--- src/verilog/uart_fc_params.svh ---
`ifndef UART_FC_PARAMS_SVH
`define UART_FC_PARAMS_SVH
// Field positions
`define FCR_FIFO_EN     0
`define EFR_TX_TRIG_EN  4
`define EFR_AUTO_RTS    6
`define EFR_AUTO_CTS    7
`define IER_RX_DATA     0
`define IER_XOFF        5
`define IER_RTS         6
`define IER_CTS         7
`define ISR_XOFF        4
`define ISR_CTS_RTS     5
`define LCR_ENH_KEY     8'hBF
// Reset values
`define TX_TRIG_RESET   6'h10
`define XCHAR_RESET     8'h00
// Receive trigger table: trigger, off level, on level
`define LVL8_TRIG  6'h08
`define LVL8_OFF   6'h10
`define LVL8_ON    6'h00
`define LVL16_TRIG 6'h10
`define LVL16_OFF  6'h18
`define LVL16_ON   6'h07
`define LVL24_TRIG 6'h18
`define LVL24_OFF  6'h1C
`define LVL24_ON   6'h0F
`define LVL28_TRIG 6'h1C
`define LVL28_OFF  6'h1C
`define LVL28_ON   6'h17
// Time-out: four character times of about 10 bits
`define TIMEOUT_BITS 16'h0028
`endif

--- src/verilog/uart_fc_pkg.sv ---
package uart_fc_pkg;
  typedef logic [5:0] level_t;
  typedef struct packed {
    logic [7:0] xon1;
    logic [7:0] xon2;
    logic [7:0] xoff1;
    logic [7:0] xoff2;
  } xchars_s;
  typedef struct packed {
    level_t trig;
    level_t off;
    level_t on;
  } levels_s;
  typedef enum logic [2:0] {
    SW_IDLE = 3'b001,
    SW_HALF = 3'b010,
    SW_STOP = 3'b100
  } swState_e;
endpackage : uart_fc_pkg

--- src/verilog/uart_fifo_flow_control.sv ---
`timescale 1ns/10ps
`include "uart_fc_params.svh"
// Functional notes
// - The 32-byte receive buffer acts as a FIFO only while the FIFO enable bit is set.
// - Transmit trigger level is 16 after reset.
// - Written transmit trigger is stored and used only while enhanced bit 4 is one; otherwise 16 applies.
// - Time-out interrupt when unread data sits below trigger level too long.
// - Receive triggers 8, 16, 24, 28; interrupt at selected fill.
// - Auto flow negates RTS at 16, 24, 28, 28; Xoff is sent above the trigger.
// - Auto flow asserts RTS at fill 0, 7, 15, 23; Xon is sent below the trigger.
// - Enhanced bit 6 enables auto RTS, bit 7 enables auto CTS.
// - Auto CTS rise stops transmission after current stop bit.
// - CTS request sets status bit 5 when enables 6 and 7 set.
// - Paused transmitter resumes when CTS returns low.
// - Trigger raises interrupt; RTS goes high at next higher level, at 28 itself for trigger 28.
// - RTS returns low when FIFO drains below next lower level, or to empty for trigger 8.
// - Receiver keeps accepting characters until the FIFO is full.
// - Software flow compares one or two characters with Xoff, then halts.
// - Xoff match sets status flag if enabled, drives interrupt if enabled.
// - While suspended, Xon match resumes and clears status bit 4.
// - Reset clears the four flow-control character registers.
// - Double mode compares two consecutive characters against the pair.
// - Recognised flow-control characters are not stored in the FIFO.
// - Enhanced and character registers writable only when line control is BF; efrOut reads zero otherwise, xchars always shows the characters.
// - Auto software flow sends Xoff above trigger, Xon below it.
module uart_fifo_flow_control #(
  parameter int DEPTH = 32,
  parameter int TIMEOUT_TICKS = 40
) (
  // Clock and reset
  input  wire logic                  clk,
  input  wire logic                  rst,
  // Host register writes (one-cycle strobes with data)
  input  wire logic [7:0]            lineControl,
  input  wire logic                  fcrWrite,
  input  wire logic [7:0]            fcrData,
  input  wire logic                  efrWrite,
  input  wire logic                  xcharWrite,
  input  wire logic [1:0]            xcharSel,
  input  wire logic [7:0]            regData,
  input  wire logic [7:0]            interruptEnable,
  input  wire logic                  swDouble,
  input  wire logic                  isrXoffClear,
  input  wire logic                  isrCtsClear,
  // Receive path
  input  wire logic                  rxValid,
  input  wire logic [7:0]            rxChar,
  input  wire logic                  rxRead,
  input  wire logic                  bitTick,
  // Transmit side and line pins
  input  wire logic                  txCharDone,
  input  wire logic [5:0]            txLevel,
  input  wire logic                  ctsPin_n,
  // Outputs
  output logic                       fifoMode,
  output logic [7:0]                 rxData,
  output logic [5:0]                 rxCount,
  output logic                       rxTrigger,
  output logic                       rxTimeout,
  output logic                       txTrigger,
  output logic                       txHalt,
  output logic                       rts_n,
  output logic                       sendXoff,
  output logic                       sendXon,
  output logic [7:0]                 efrOut,
  output uart_fc_pkg::xchars_s       xchars,
  output logic [7:0]                 isrFlags,
  output logic                       irq
);

  // Storage and state
  logic [7:0]                 mem [DEPTH];
  logic [4:0]                 wrPtr_q, rdPtr_q;
  logic [5:0]                 cnt_q;
  logic [7:0]                 fcr_q, efr_q, prev_q;
  logic [5:0]                 txTrig_q;
  uart_fc_pkg::xchars_s       xc_q;
  uart_fc_pkg::swState_e      sw_q;
  logic                       cts1_q, cts2_q, cts3_q;
  logic                       ctsStop_q, ctsPend_q, rtsOff_q, xoffSent_q;
  logic                       isrX_q, isrC_q;
  logic [15:0]                tmo_q;
  logic                       tmoFlag_q;

  // Level table decode, used for both directions
  function automatic uart_fc_pkg::levels_s lvl(input logic [1:0] sel);
    case (sel)
      2'd0:    lvl = '{`LVL8_TRIG,  `LVL8_OFF,  `LVL8_ON};
      2'd1:    lvl = '{`LVL16_TRIG, `LVL16_OFF, `LVL16_ON};
      2'd2:    lvl = '{`LVL24_TRIG, `LVL24_OFF, `LVL24_ON};
      default: lvl = '{`LVL28_TRIG, `LVL28_OFF, `LVL28_ON};
    endcase
  endfunction : lvl

  // Decode
  wire uart_fc_pkg::levels_s rxLvl = lvl(fcr_q[7:6]);
  wire uart_fc_pkg::levels_s txSel = lvl(fcr_q[5:4]);
  // Level chosen by the write in flight, so the stored trigger needs no second cycle
  wire uart_fc_pkg::levels_s wrTxLvl = lvl(fcrData[5:4]);
  wire enhOpen   = (lineControl == `LCR_ENH_KEY);
  wire fifoEn    = fcr_q[`FCR_FIFO_EN];
  wire [5:0] cap = fifoEn ? 6'(DEPTH) : 6'h01;
  wire swEn      = (efr_q[3:0] != 4'h0);
  wire autoRts   = efr_q[`EFR_AUTO_RTS];
  wire autoCts   = efr_q[`EFR_AUTO_CTS];
  wire xoffFirst = (rxChar == xc_q.xoff1);
  wire xonFirst  = (rxChar == xc_q.xon1);
  wire xoffHit   = swEn && rxValid && (swDouble ? (sw_q == uart_fc_pkg::SW_HALF && prev_q == xc_q.xoff1
                     && rxChar == xc_q.xoff2) : xoffFirst);
  wire xonHit    = swEn && rxValid && (swDouble ? (prev_q == xc_q.xon1 && rxChar == xc_q.xon2) : xonFirst);
  // flow-control characters are filtered out of the FIFO
  wire isCtl     = swEn && rxValid && (xoffFirst || xonFirst || xoffHit || xonHit);
  wire doWr      = rxValid && !isCtl && (cnt_q < cap);
  wire doRd      = rxRead && (cnt_q != 6'h00);
  wire ctsRise   = cts2_q && !cts3_q;

  // Receive FIFO storage
  always_ff @(posedge clk) begin
    if (doWr)
      mem[wrPtr_q] <= rxChar;
  end

  // Pointers and fill count
  always_ff @(posedge clk or posedge rst) begin
    if (rst) begin
      wrPtr_q <= 5'h00;
      rdPtr_q <= 5'h00;
      cnt_q   <= 6'h00;
      rxData  <= 8'h00;
    end else begin
      if (doWr)
        wrPtr_q <= fifoEn ? wrPtr_q + 5'h01 : wrPtr_q;
      if (doRd) begin
        rdPtr_q <= fifoEn ? rdPtr_q + 5'h01 : rdPtr_q;
        rxData  <= mem[rdPtr_q];
      end
      cnt_q <= cnt_q + 6'(doWr) - 6'(doRd);
    end
  end

  // Host configuration registers
  always_ff @(posedge clk or posedge rst) begin
    if (rst) begin
      fcr_q    <= 8'h00;
      efr_q    <= 8'h00;
      xc_q     <= '{`XCHAR_RESET, `XCHAR_RESET, `XCHAR_RESET, `XCHAR_RESET};
      txTrig_q <= `TX_TRIG_RESET;
    end else begin
      if (fcrWrite)
        fcr_q <= fcrData;
      // stored trigger applies only when enabled
      if (fcrWrite && efr_q[`EFR_TX_TRIG_EN])
        txTrig_q <= wrTxLvl.trig;
      else if (!efr_q[`EFR_TX_TRIG_EN])
        txTrig_q <= `TX_TRIG_RESET;
      if (efrWrite && enhOpen)
        efr_q <= regData;
      if (xcharWrite && enhOpen) begin
        case (xcharSel)
          2'd0:    xc_q.xon1  <= regData;
          2'd1:    xc_q.xon2  <= regData;
          2'd2:    xc_q.xoff1 <= regData;
          default: xc_q.xoff2 <= regData;
        endcase
      end
    end
  end

  // CTS pin synchroniser and edge stage
  always_ff @(posedge clk or posedge rst) begin
    if (rst) begin
      cts1_q <= 1'b0;
      cts2_q <= 1'b0;
      cts3_q <= 1'b0;
    end else begin
      cts1_q <= ctsPin_n;
      cts2_q <= cts1_q;
      cts3_q <= cts2_q;
    end
  end

  // Hardware flow control; a pending stop waits for the character end
  always_ff @(posedge clk or posedge rst) begin
    if (rst) begin
      ctsPend_q  <= 1'b0;
      ctsStop_q  <= 1'b0;
      rtsOff_q   <= 1'b0;
      isrC_q     <= 1'b0;
    end else begin
      if (autoCts && ctsRise)
        ctsPend_q <= 1'b1;
      else if (txCharDone || !cts2_q)
        ctsPend_q <= 1'b0;
      if (autoCts && cts2_q && (ctsPend_q || ctsRise) && txCharDone)
        ctsStop_q <= 1'b1;
      else if (!cts2_q || !autoCts)
        ctsStop_q <= 1'b0;
      if (!autoRts)
        rtsOff_q <= 1'b0;
      else if (cnt_q >= rxLvl.off)
        rtsOff_q <= 1'b1;
      else if (cnt_q <= rxLvl.on)
        rtsOff_q <= 1'b0;
      if (autoCts && ctsRise && interruptEnable[`IER_CTS] && interruptEnable[`IER_RTS])
        isrC_q <= 1'b1;
      else if (isrCtsClear)
        isrC_q <= 1'b0;
    end
  end

  // Software flow control state
  always_ff @(posedge clk or posedge rst) begin
    if (rst) begin
      sw_q       <= uart_fc_pkg::SW_IDLE;
      prev_q     <= 8'h00;
      isrX_q     <= 1'b0;
      xoffSent_q <= 1'b0;
      sendXoff   <= 1'b0;
      sendXon    <= 1'b0;
    end else begin
      if (rxValid)
        prev_q <= rxChar;
      case (sw_q)
        uart_fc_pkg::SW_IDLE: if (xoffHit) sw_q <= uart_fc_pkg::SW_STOP;
                              else if (swDouble && rxValid && xoffFirst) sw_q <= uart_fc_pkg::SW_HALF;
        uart_fc_pkg::SW_HALF: if (xoffHit) sw_q <= uart_fc_pkg::SW_STOP;
                              else if (rxValid) sw_q <= uart_fc_pkg::SW_IDLE;
        uart_fc_pkg::SW_STOP: if (xonHit || !swEn) sw_q <= uart_fc_pkg::SW_IDLE;
        default:              sw_q <= uart_fc_pkg::SW_IDLE;
      endcase
      if (xoffHit && interruptEnable[`IER_XOFF])
        isrX_q <= 1'b1;
      else if ((sw_q == uart_fc_pkg::SW_STOP && xonHit) || isrXoffClear)
        isrX_q <= 1'b0;
      // send Xoff above trigger, Xon when below
      sendXoff <= swEn && !xoffSent_q && (cnt_q > rxLvl.trig);
      sendXon  <= swEn && xoffSent_q && (cnt_q < rxLvl.trig);
      if (swEn && !xoffSent_q && cnt_q > rxLvl.trig)
        xoffSent_q <= 1'b1;
      else if (!swEn || cnt_q < rxLvl.trig)
        xoffSent_q <= 1'b0;
    end
  end

  // Receive time-out counter, restarted by each FIFO write or read
  always_ff @(posedge clk or posedge rst) begin
    if (rst) begin
      tmo_q     <= 16'h0000;
      tmoFlag_q <= 1'b0;
    end else if (doWr || doRd || cnt_q == 6'h00) begin
      tmo_q     <= 16'h0000;
      tmoFlag_q <= 1'b0;
    end else if (bitTick && cnt_q < rxLvl.trig) begin
      if (tmo_q >= 16'(TIMEOUT_TICKS - 1))
        tmoFlag_q <= 1'b1;
      else
        tmo_q <= tmo_q + 16'h0001;
    end
  end

  // Outputs
  assign fifoMode  = fifoEn;
  assign rxCount   = cnt_q;
  assign rxTrigger = fifoEn ? (cnt_q >= rxLvl.trig) : (cnt_q != 6'h00);
  assign rxTimeout = tmoFlag_q;
  assign txTrigger = (txLevel <= (6'(DEPTH) - txTrig_q));
  assign txHalt    = ctsStop_q || (sw_q == uart_fc_pkg::SW_STOP);
  assign rts_n     = rtsOff_q;
  assign efrOut    = enhOpen ? efr_q : 8'h00;
  assign xchars    = xc_q;
  assign isrFlags  = {2'b00, isrC_q, isrX_q, 4'h0};
  assign irq       = (interruptEnable[`IER_RX_DATA] && (rxTrigger || rxTimeout || isrX_q)) || isrC_q;

endmodule : uart_fifo_flow_control

--- config.mk ---
export PLATFORM = sky130hd
export DESIGN_NAME = uart_fifo_flow_control
export DESIGN_NICKNAME = d
export VERILOG_FILES = /design/src/verilog/uart_fc_pkg.sv /design/src/verilog/uart_fifo_flow_control.sv
export VERILOG_INCLUDE_DIRS = /design/src /design/src/verilog
export SDC_FILE = /design/constraint.sdc
export NUM_CORES = 1
export LEC_CHECK = 0
export ABC_AREA = 1
export CORE_MARGIN = 3
export CORE_UTILIZATION = 57
export DETAILED_ROUTE_END_ITERATION = 10
export DONT_BUFFER_PORTS = 1
export PLACE_DENSITY_LB_ADDON = 0.3
export SKIP_CTS_REPAIR_TIMING = 1
export SLEW_MARGIN = 0
export SYNTH_ARGS = -nofsm -noshare
export SYNTH_HDL_FRONTEND = slang
export SYNTH_SLANG_ARGS = --single-unit
--- constraint.sdc ---
create_clock -name clk -period 3.5 [get_ports clk]
set_input_delay 0.525 -clock clk [delete_from_list [all_inputs] [get_ports clk]]
set_output_delay 0.525 -clock clk [all_outputs]
set_load 0.02 [all_outputs]
==> results of run 1 <==
-- placed cells by master (no fill, tap or decap), drive strengths merged, types with 2 or more instances in the layout --
cell type	instances
conb	6
nand4	27
xnor2	13
o221ai	26
inv	118
nand3	39
a21oi	15
nor2	198
a31oi	4
nor4	2
edfxtp	256
o22ai	39
o31ai	3
clkinv	21
xor2	22
nand2	242
bufinv	4
nor3	43
clkbuf	47
buf	37
dfrtp	107
a211oi	2
o21ai	196
dfstp	2
o211ai	7
clkinvlp	2
ha	32
o32ai	3
-- cells by family (layout without fill, tap and decap cells) --
group | count (synthesis) | count (layout) | share of synthesized area
compound gates | 299 | 299 | 0.107
simple gates | 553 | 553 | 0.143
mux | 1 | 1 | 0.000703
fa+ha+maj | 33 | 33 | 0.0262
buf+inv | 204 | 229 | 0.0531
xor+xnor | 35 | 35 | 0.0191
other cells | 1 | 6 | 0.000234
flops | 365 | 365 | 0.650
-- metrics by stage --
step                      utilization  hold WS [ns]
after floorplan                     -         0.331
after global placement          0.602         0.333
after detailed placement        0.602         0.336
after CTS                       0.647        0.0123
after global routing            0.648        0.0143
final                           0.648        0.0305
-- Yosys cell counts, types with 6 or more instances --
master    count
dfrtp_1     107
buf_2        11
buf_4        13
nand4_1      27
nor2_1      197
nor3_1       42
inv_1       115
edfxtp_1    256
a21oi_1      14
clkinv_1      6
clkbuf_1     50
xor2_1       22
o221ai_1     26
xnor2_1      13
o22ai_1      39
nand3_1      38
nand2_1     239
ha_1         32
o21ai_0     192
o211ai_1      7
-- final timing paths --
path | startpoint | endpoint | slack, ns | cells after the start
setup reg to reg | xchars[25] | rxCount[4] | 0.32 | 15
max in group asynchronous | rst | rdPtr_q[0] | 2.53 | 2
setup / recovery | xchars[25] | rxCount[4] | 0.32 | 15
hold / removal | ctsPin_n | cts1_q | 0.03 | 0
hold reg to reg | cts1_q | cts2_q | 0.35 | 0
min in group asynchronous | rst | efr_q[2] | 0.12 | 1
-- metal layers --
metal	vias up	global-route usage
met5	-	0
met4	0	0.0781
met3	56	0.0502
met2	428	0.388
met1	5227	0.314
li1	5174	-
-- critical path, stage by stage, from the launching register on --
cell     delay, ns
dfrtp_1       0.54
xnor2_1       0.17
nand2_1       0.11
nor2_1        0.21
nand2_1       0.08
a21oi_1       0.12
nand2_1       0.12
nand3_2       0.12
nand2_4       0.08
nand2_4       0.20
ha_1          0.28
ha_1          0.21
fa_1          0.41
a21oi_1       0.15
o21ai_0       0.11
xor2_1        0.16
-- sequential cells by signal (all words and copies together) (netlist names), 3 cells and up --
register	flops
wrPtr_q	5
sw_q	3
rdPtr_q	5
rxData	8
tmo_q	16
txTrig_q	3
prev_q	8
mem	256
xchars	32
efr_q	8
rxCount	6
fcr_q	3
-- cell type report --
class	instances	area, um^2	share of cell area
clock inverter	22	231	0.0131
sequential	365	10400	0.590
timing repair buffer	37	300	0.0170
clock buffer	47	995	0.0563
multi-input combinational	927	4770	0.270
tap	372	465	0.0264
inverter	123	465	0.0264
-- power by group --
group	leakage (nW)	switching, mW	internal (mW)	total (mW)
registers	3.74	0.365	4.88	5.25
logic	2.36	2.32	1.06	3.37
clock network	0.597	1.63	2.33	3.96
==> impl_results.md, run 1 <==
* Post-placement cell count at 1,823
* Setup ws final at 0.319 ns
* Leak at between 6 and 7 nW
* Initial antenna violation count at 0
* Share of cells above drive strength 1 at 0.0736
* Total track usage at 0.235
* Area growth syn-to-layout at 10.2%
* DR WL met3 at around 2.9 mm
* Kind of critical path: reg2reg
* Pre-CTS setup slack at between 0.3 and 0.4 ns
* CTS tree: done
* Crit end category: register
* Inserted Clock Buffers at 38
* Mean area per synthesized cell at ~11 um^2
* DRT Pass-1 Iters at 5
* Final hold viol count at 0
* Outcome: complete, no violations
* Final Critical Period at about 3.2 ns
* Top cells by area, synth: edfxtp_1, dfrtp_1, o21ai_0, nand2_1, nor2_1
* Nets@finish at approximately 1,600
* Post-DP HPWL at about 23 mm
* Drt drc at 0
* FF+latch count, synth at around 370
* Max Slew Vio Count at 0
* Clock Sinks at between 300 and 400
* Clock Path Buffers at 3
* CP Max Fanout at 18
* Max IR drop VDD at ~0.00044 V
* First-pass GRT wire length at around 57 mm
* Clk slew on worst S/H paths at about 0.06 ns
* Chip Width at between 150 and 200 um
* Via count at 10,885
* Highest routed layer: met4
* Slew @ Worst Pin at about 1.3 ns
* Cell Area, Placed at about 16,000 um^2
* Post-synthesis sequential area ratio at 0.650
* Final Non-Filler Cells at ~1,900
* Critical Path RT at slightly below 4 ns
* DRT met1 WL at 14.7 mm
* IO buf count at 0
* Mapped Area at about 16,000 um^2
* Die area at 30,200 um^2
* Primary FF master, synth: edfxtp_1
* # fillers at slightly above 2,000
* Pwr Total at 12.6 mW
* Routability Congestion at between 0.8 and 0.9
* # Max-Cap Violations at 0
* Clk_lat worst skew at approximately 0.54 ns
* DRT antenna net count at 0
* Ant. Diodes at 0
* Endpoints failing setup at 0
* Root Buffer: clkbuf_16
* Synth cell types at 46
* Io pins at around 130
* Final Skew at roughly 0.024 ns
* Site Rows at 60
* Ys Warns at 0
* Cells after synthesis at 1,491
* WL/cell at 19.0 um
* Vias per inst at about 5.8
* Vias in the first global route at between 10,000 and 15,000
* Fmax at 314 MHz
* Core Footprint at 27,300 um^2
* Asr flop ratio synth at 0.299
* Synth area leader: edfxtp_1
* Post-synth EDFFs at roughly 260
* Global route overflow at 0
* Yosys top cell area share at 0.480
* PD cells at between 700 and 800 nW/um^2
* Die Ht at 174 um
* Worst EP arrival at between 3 and 4 ns
* DR iter-0 viols at 1,114
* Setup TNS at 0 ns
* Met2 wire length at 17.4 mm
* Fin crit share at 0.909
* DRT Wirelength at 35.9 mm
* Slew HR at 0.137
* Min-delay worst type: in2reg
* Number of H-tree levels at 2
* Largest net degree at the start of global routing at 84
* Post-route cell area at 17,700 um^2
* Worst Setup Start Kind: register
* Starting Density at 0.588
No activity file was read; power rests on OpenSTA's default activity.
==> run 2: changes to the inputs <==
- REMOVE_ABC_BUFFERS: not set -> 1
==> run 2 against run 1 <==
Against the previous run:
- the flow now finishes with violations (negative hold slack)
- via count is 0.85% higher
- utilization hardly changed
- sequential share of layout area hardly changed
- hold slack worse by 0.038 ns
- final cell count is 0.21% lower
- sequential power is 2% higher
- non-clock buffer count is 2 lower
- register-to-register slack worse by 0.06 ns
- wire length is 2.1% higher
- worst setup slack worse by 0.056 ns
- fmax is 1.7% lower
- total power is 0.12% lower
- critical path type unchanged
- largest power group unchanged
==> impl_results.md, run 2 (synthesis gave the netlist of run 1 again) <==
* Reg-to-reg slack, setup at 0.26 ns (-0.06 ns)
* Total track usage at 0.243 (+0.00786)
* Largest net degree at the start of global routing at 75 (-11%)
* Post-route cell area at 17,600 um^2 (about the same)
* Final Skew at 0.0171 ns (-0.00704 ns)
* CTS tree: done
* Routability Congestion at 0.836 (+1.3%)
* Max Slew Vio Count at 0 (unchanged)
* Register with the most flip-flops: mem
* Area growth syn-to-layout at 10.1% (about the same)
* Slew HR at 0.139 (+0.00242)
* Fmax at 309 MHz (-1.7%)
* DR iter-0 viols at 1,135 (+1.9%)
* Outcome: complete, but fails checks
* Most frequent cells in the layout: edfxtp_1, nand2_1, nor2_1
* DRT antenna net count at 0 (unchanged)
* Pre-CTS setup slack at 0.243 ns (-0.0730 ns)
* Kind of critical path: reg2reg
* DRT Wirelength at 36.7 mm (+2.1%)
* Cell Int Power at 8.29 mW (+0.25%)
* Site Rows at 60 (unchanged)
* Max reg flops at 256 (unchanged)
* DRT Pass-1 Iters at 6 (+1)
* WL/cell at 19.4 um (+2.3%)
* Vias per inst at 5.81 (+1.1%)
* Final Non-Filler Cells at 1,889 (-0.21%)
* Io pins at 132 (unchanged)
* Hold WS at -0.00766 ns (-0.0381 ns)
* Seq pwr share at 0.424 (+0.007)
* PD cells at 712 nW/um^2 (about the same)
* Ant. Diodes at 0 (unchanged)
* Worst Setup Start Kind: register
* Clk slew on worst S/H paths at 0.06 ns (about the same)
* Chip Width at 174 um (unchanged)
* Nets@finish at 1,583 (-0.19%)
* Final Critical Period at 3.24 ns (+0.0560 ns)
* Switching Fraction at 0.340 (-0.00240)
* Failing checks: negative hold slack
* Starting Density at 0.588 (unchanged)
* Setup ws final at 0.263 ns (-0.0560 ns)
* Clock Path Buffers at 3 (unchanged)
* Post-DP HPWL at 23.3 mm (+2.7%)
* Commonest non-fill, non-tap cell in the layout: edfxtp_1
* Crit end category: register
* Clock share of power at 0.313 (-0.002)
* Drt drc at 0 (unchanged)
* Share of cells above drive strength 1 at 0.0705 (-0.00310)
* Inserted Clock Buffers at 37 (-2.6%)
* Post-placement cell count at 1,822 (-0.055%)
* Leak at 6.68 nW (-0.29%)
* CP Max Fanout at 20 (+2)
* Initial antenna violation count at 0 (unchanged)
* Sw power at 4.28 mW (-0.82%)
* Worst EP arrival at 3.62 ns (+0.04 ns)
* Final hold viol count at 11 (+11)
* Clk_lat worst skew at 0.51 ns (-0.03 ns)
* # Max-Cap Violations at 0 (unchanged)
* Die area at 30,200 um^2 (unchanged)
* Clock Sinks at 365 (unchanged)
* Max IR drop VDD at 0.000482 V (+9.4%)
* Unrepaired setup endpoints after global routing: no
* Min-delay worst type: in2async
* Critical Path RT at 3.88 ns (-0.02 ns)
* Via count at 10,978 (+0.85%)
* Endpoints failing setup at 0 (unchanged)
* IO buf count at 0 (unchanged)
* Final core utilization at 0.647 (about the same)
* Comb power frac at 0.263 (-0.005)
* Root Buffer: clkbuf_16
* Slew @ Worst Pin at 1.28 ns (-0.00361 ns)
* Fin crit share at 0.925 (+0.0160)
* Vias in the first global route at 10,962 (+3.6%)
* Core Footprint at 27,300 um^2 (unchanged)
* Cell Area, Placed at 16,400 um^2 (about the same)
* Global route overflow at 0 (unchanged)
* Number of H-tree levels at 2 (unchanged)
* First-pass GRT wire length at 58.6 mm (+3.6%)
* Die Ht at 174 um (unchanged)
==> run 2: layer usage <==
layer	vias up	wire length, um	GRT usage
met1	5275	14700	0.327
met3	75	3200	0.0578
li1	5151	-	-
met5	-	0	0
met4	0	1090	0.0784
met2	477	17600	0.396
==> run 2: final cells by class <==
class                   count  area [um^2]
well taps                 372          465
clock buffers              56         1080
inverters                 123          465
repair buffers             35          300
fillers                  2063         9610
flip-flops and latches    365        10400
multi-input cells         927         4780
clock inverters            11          133
==> run 2: worst max-delay path, stage by stage (launching register included) <==
cell,delay (ns)
dfrtp_1,0.58
inv_1,0.12
nand2_1,0.08
nand2_1,0.05
nor2_1,0.12
nand2_1,0.06
nor2_1,0.09
nand2_1,0.08
nand2_1,0.07
nand2_1,0.12
nand3_2,0.12
nand2_4,0.08
nand2_4,0.22
ha_1,0.29
ha_1,0.21
fa_1,0.40
a21oi_1,0.14
o21ai_0,0.11
xor2_1,0.15
==> run 2: worst paths after layout <==
kind | start | to | cells after the start
worst min-delay path | rst | fcr_q[0] | 1
worst max register to register | xchars[31] | rxCount[4] | 18
worst min register to register | cts1_q | cts2_q | 0
max in group asynchronous | rst | sw_q[0] | 2
min in group clk | ctsPin_n | cts1_q | 0
worst max-delay path | xchars[31] | rxCount[4] | 18
==> run 2: through the flow <==
step	hold WS, ns	setup TNS [ns]	total power, mW
4_1_cts	0.0126	0	12.6
5_1_grt	0.0171	0	13.3
2_1_floorplan	0.331	-5.76	7.52
3_5_place_dp	0.336	0	8.68
6_report	-0.00766	0	12.6
3_3_place_gp	0.335	0	8.54
==> run 2: power groups by stage <==
stage,Sequential (mW),Clock (mW),Combinational [mW]
after floorplan,5.43,0,2.10
after global placement,5.40,0,3.14
after detailed placement,5.41,0,3.26
after CTS,5.33,3.97,3.30
after global routing,5.37,4.20,3.71
final,5.33,3.93,3.31
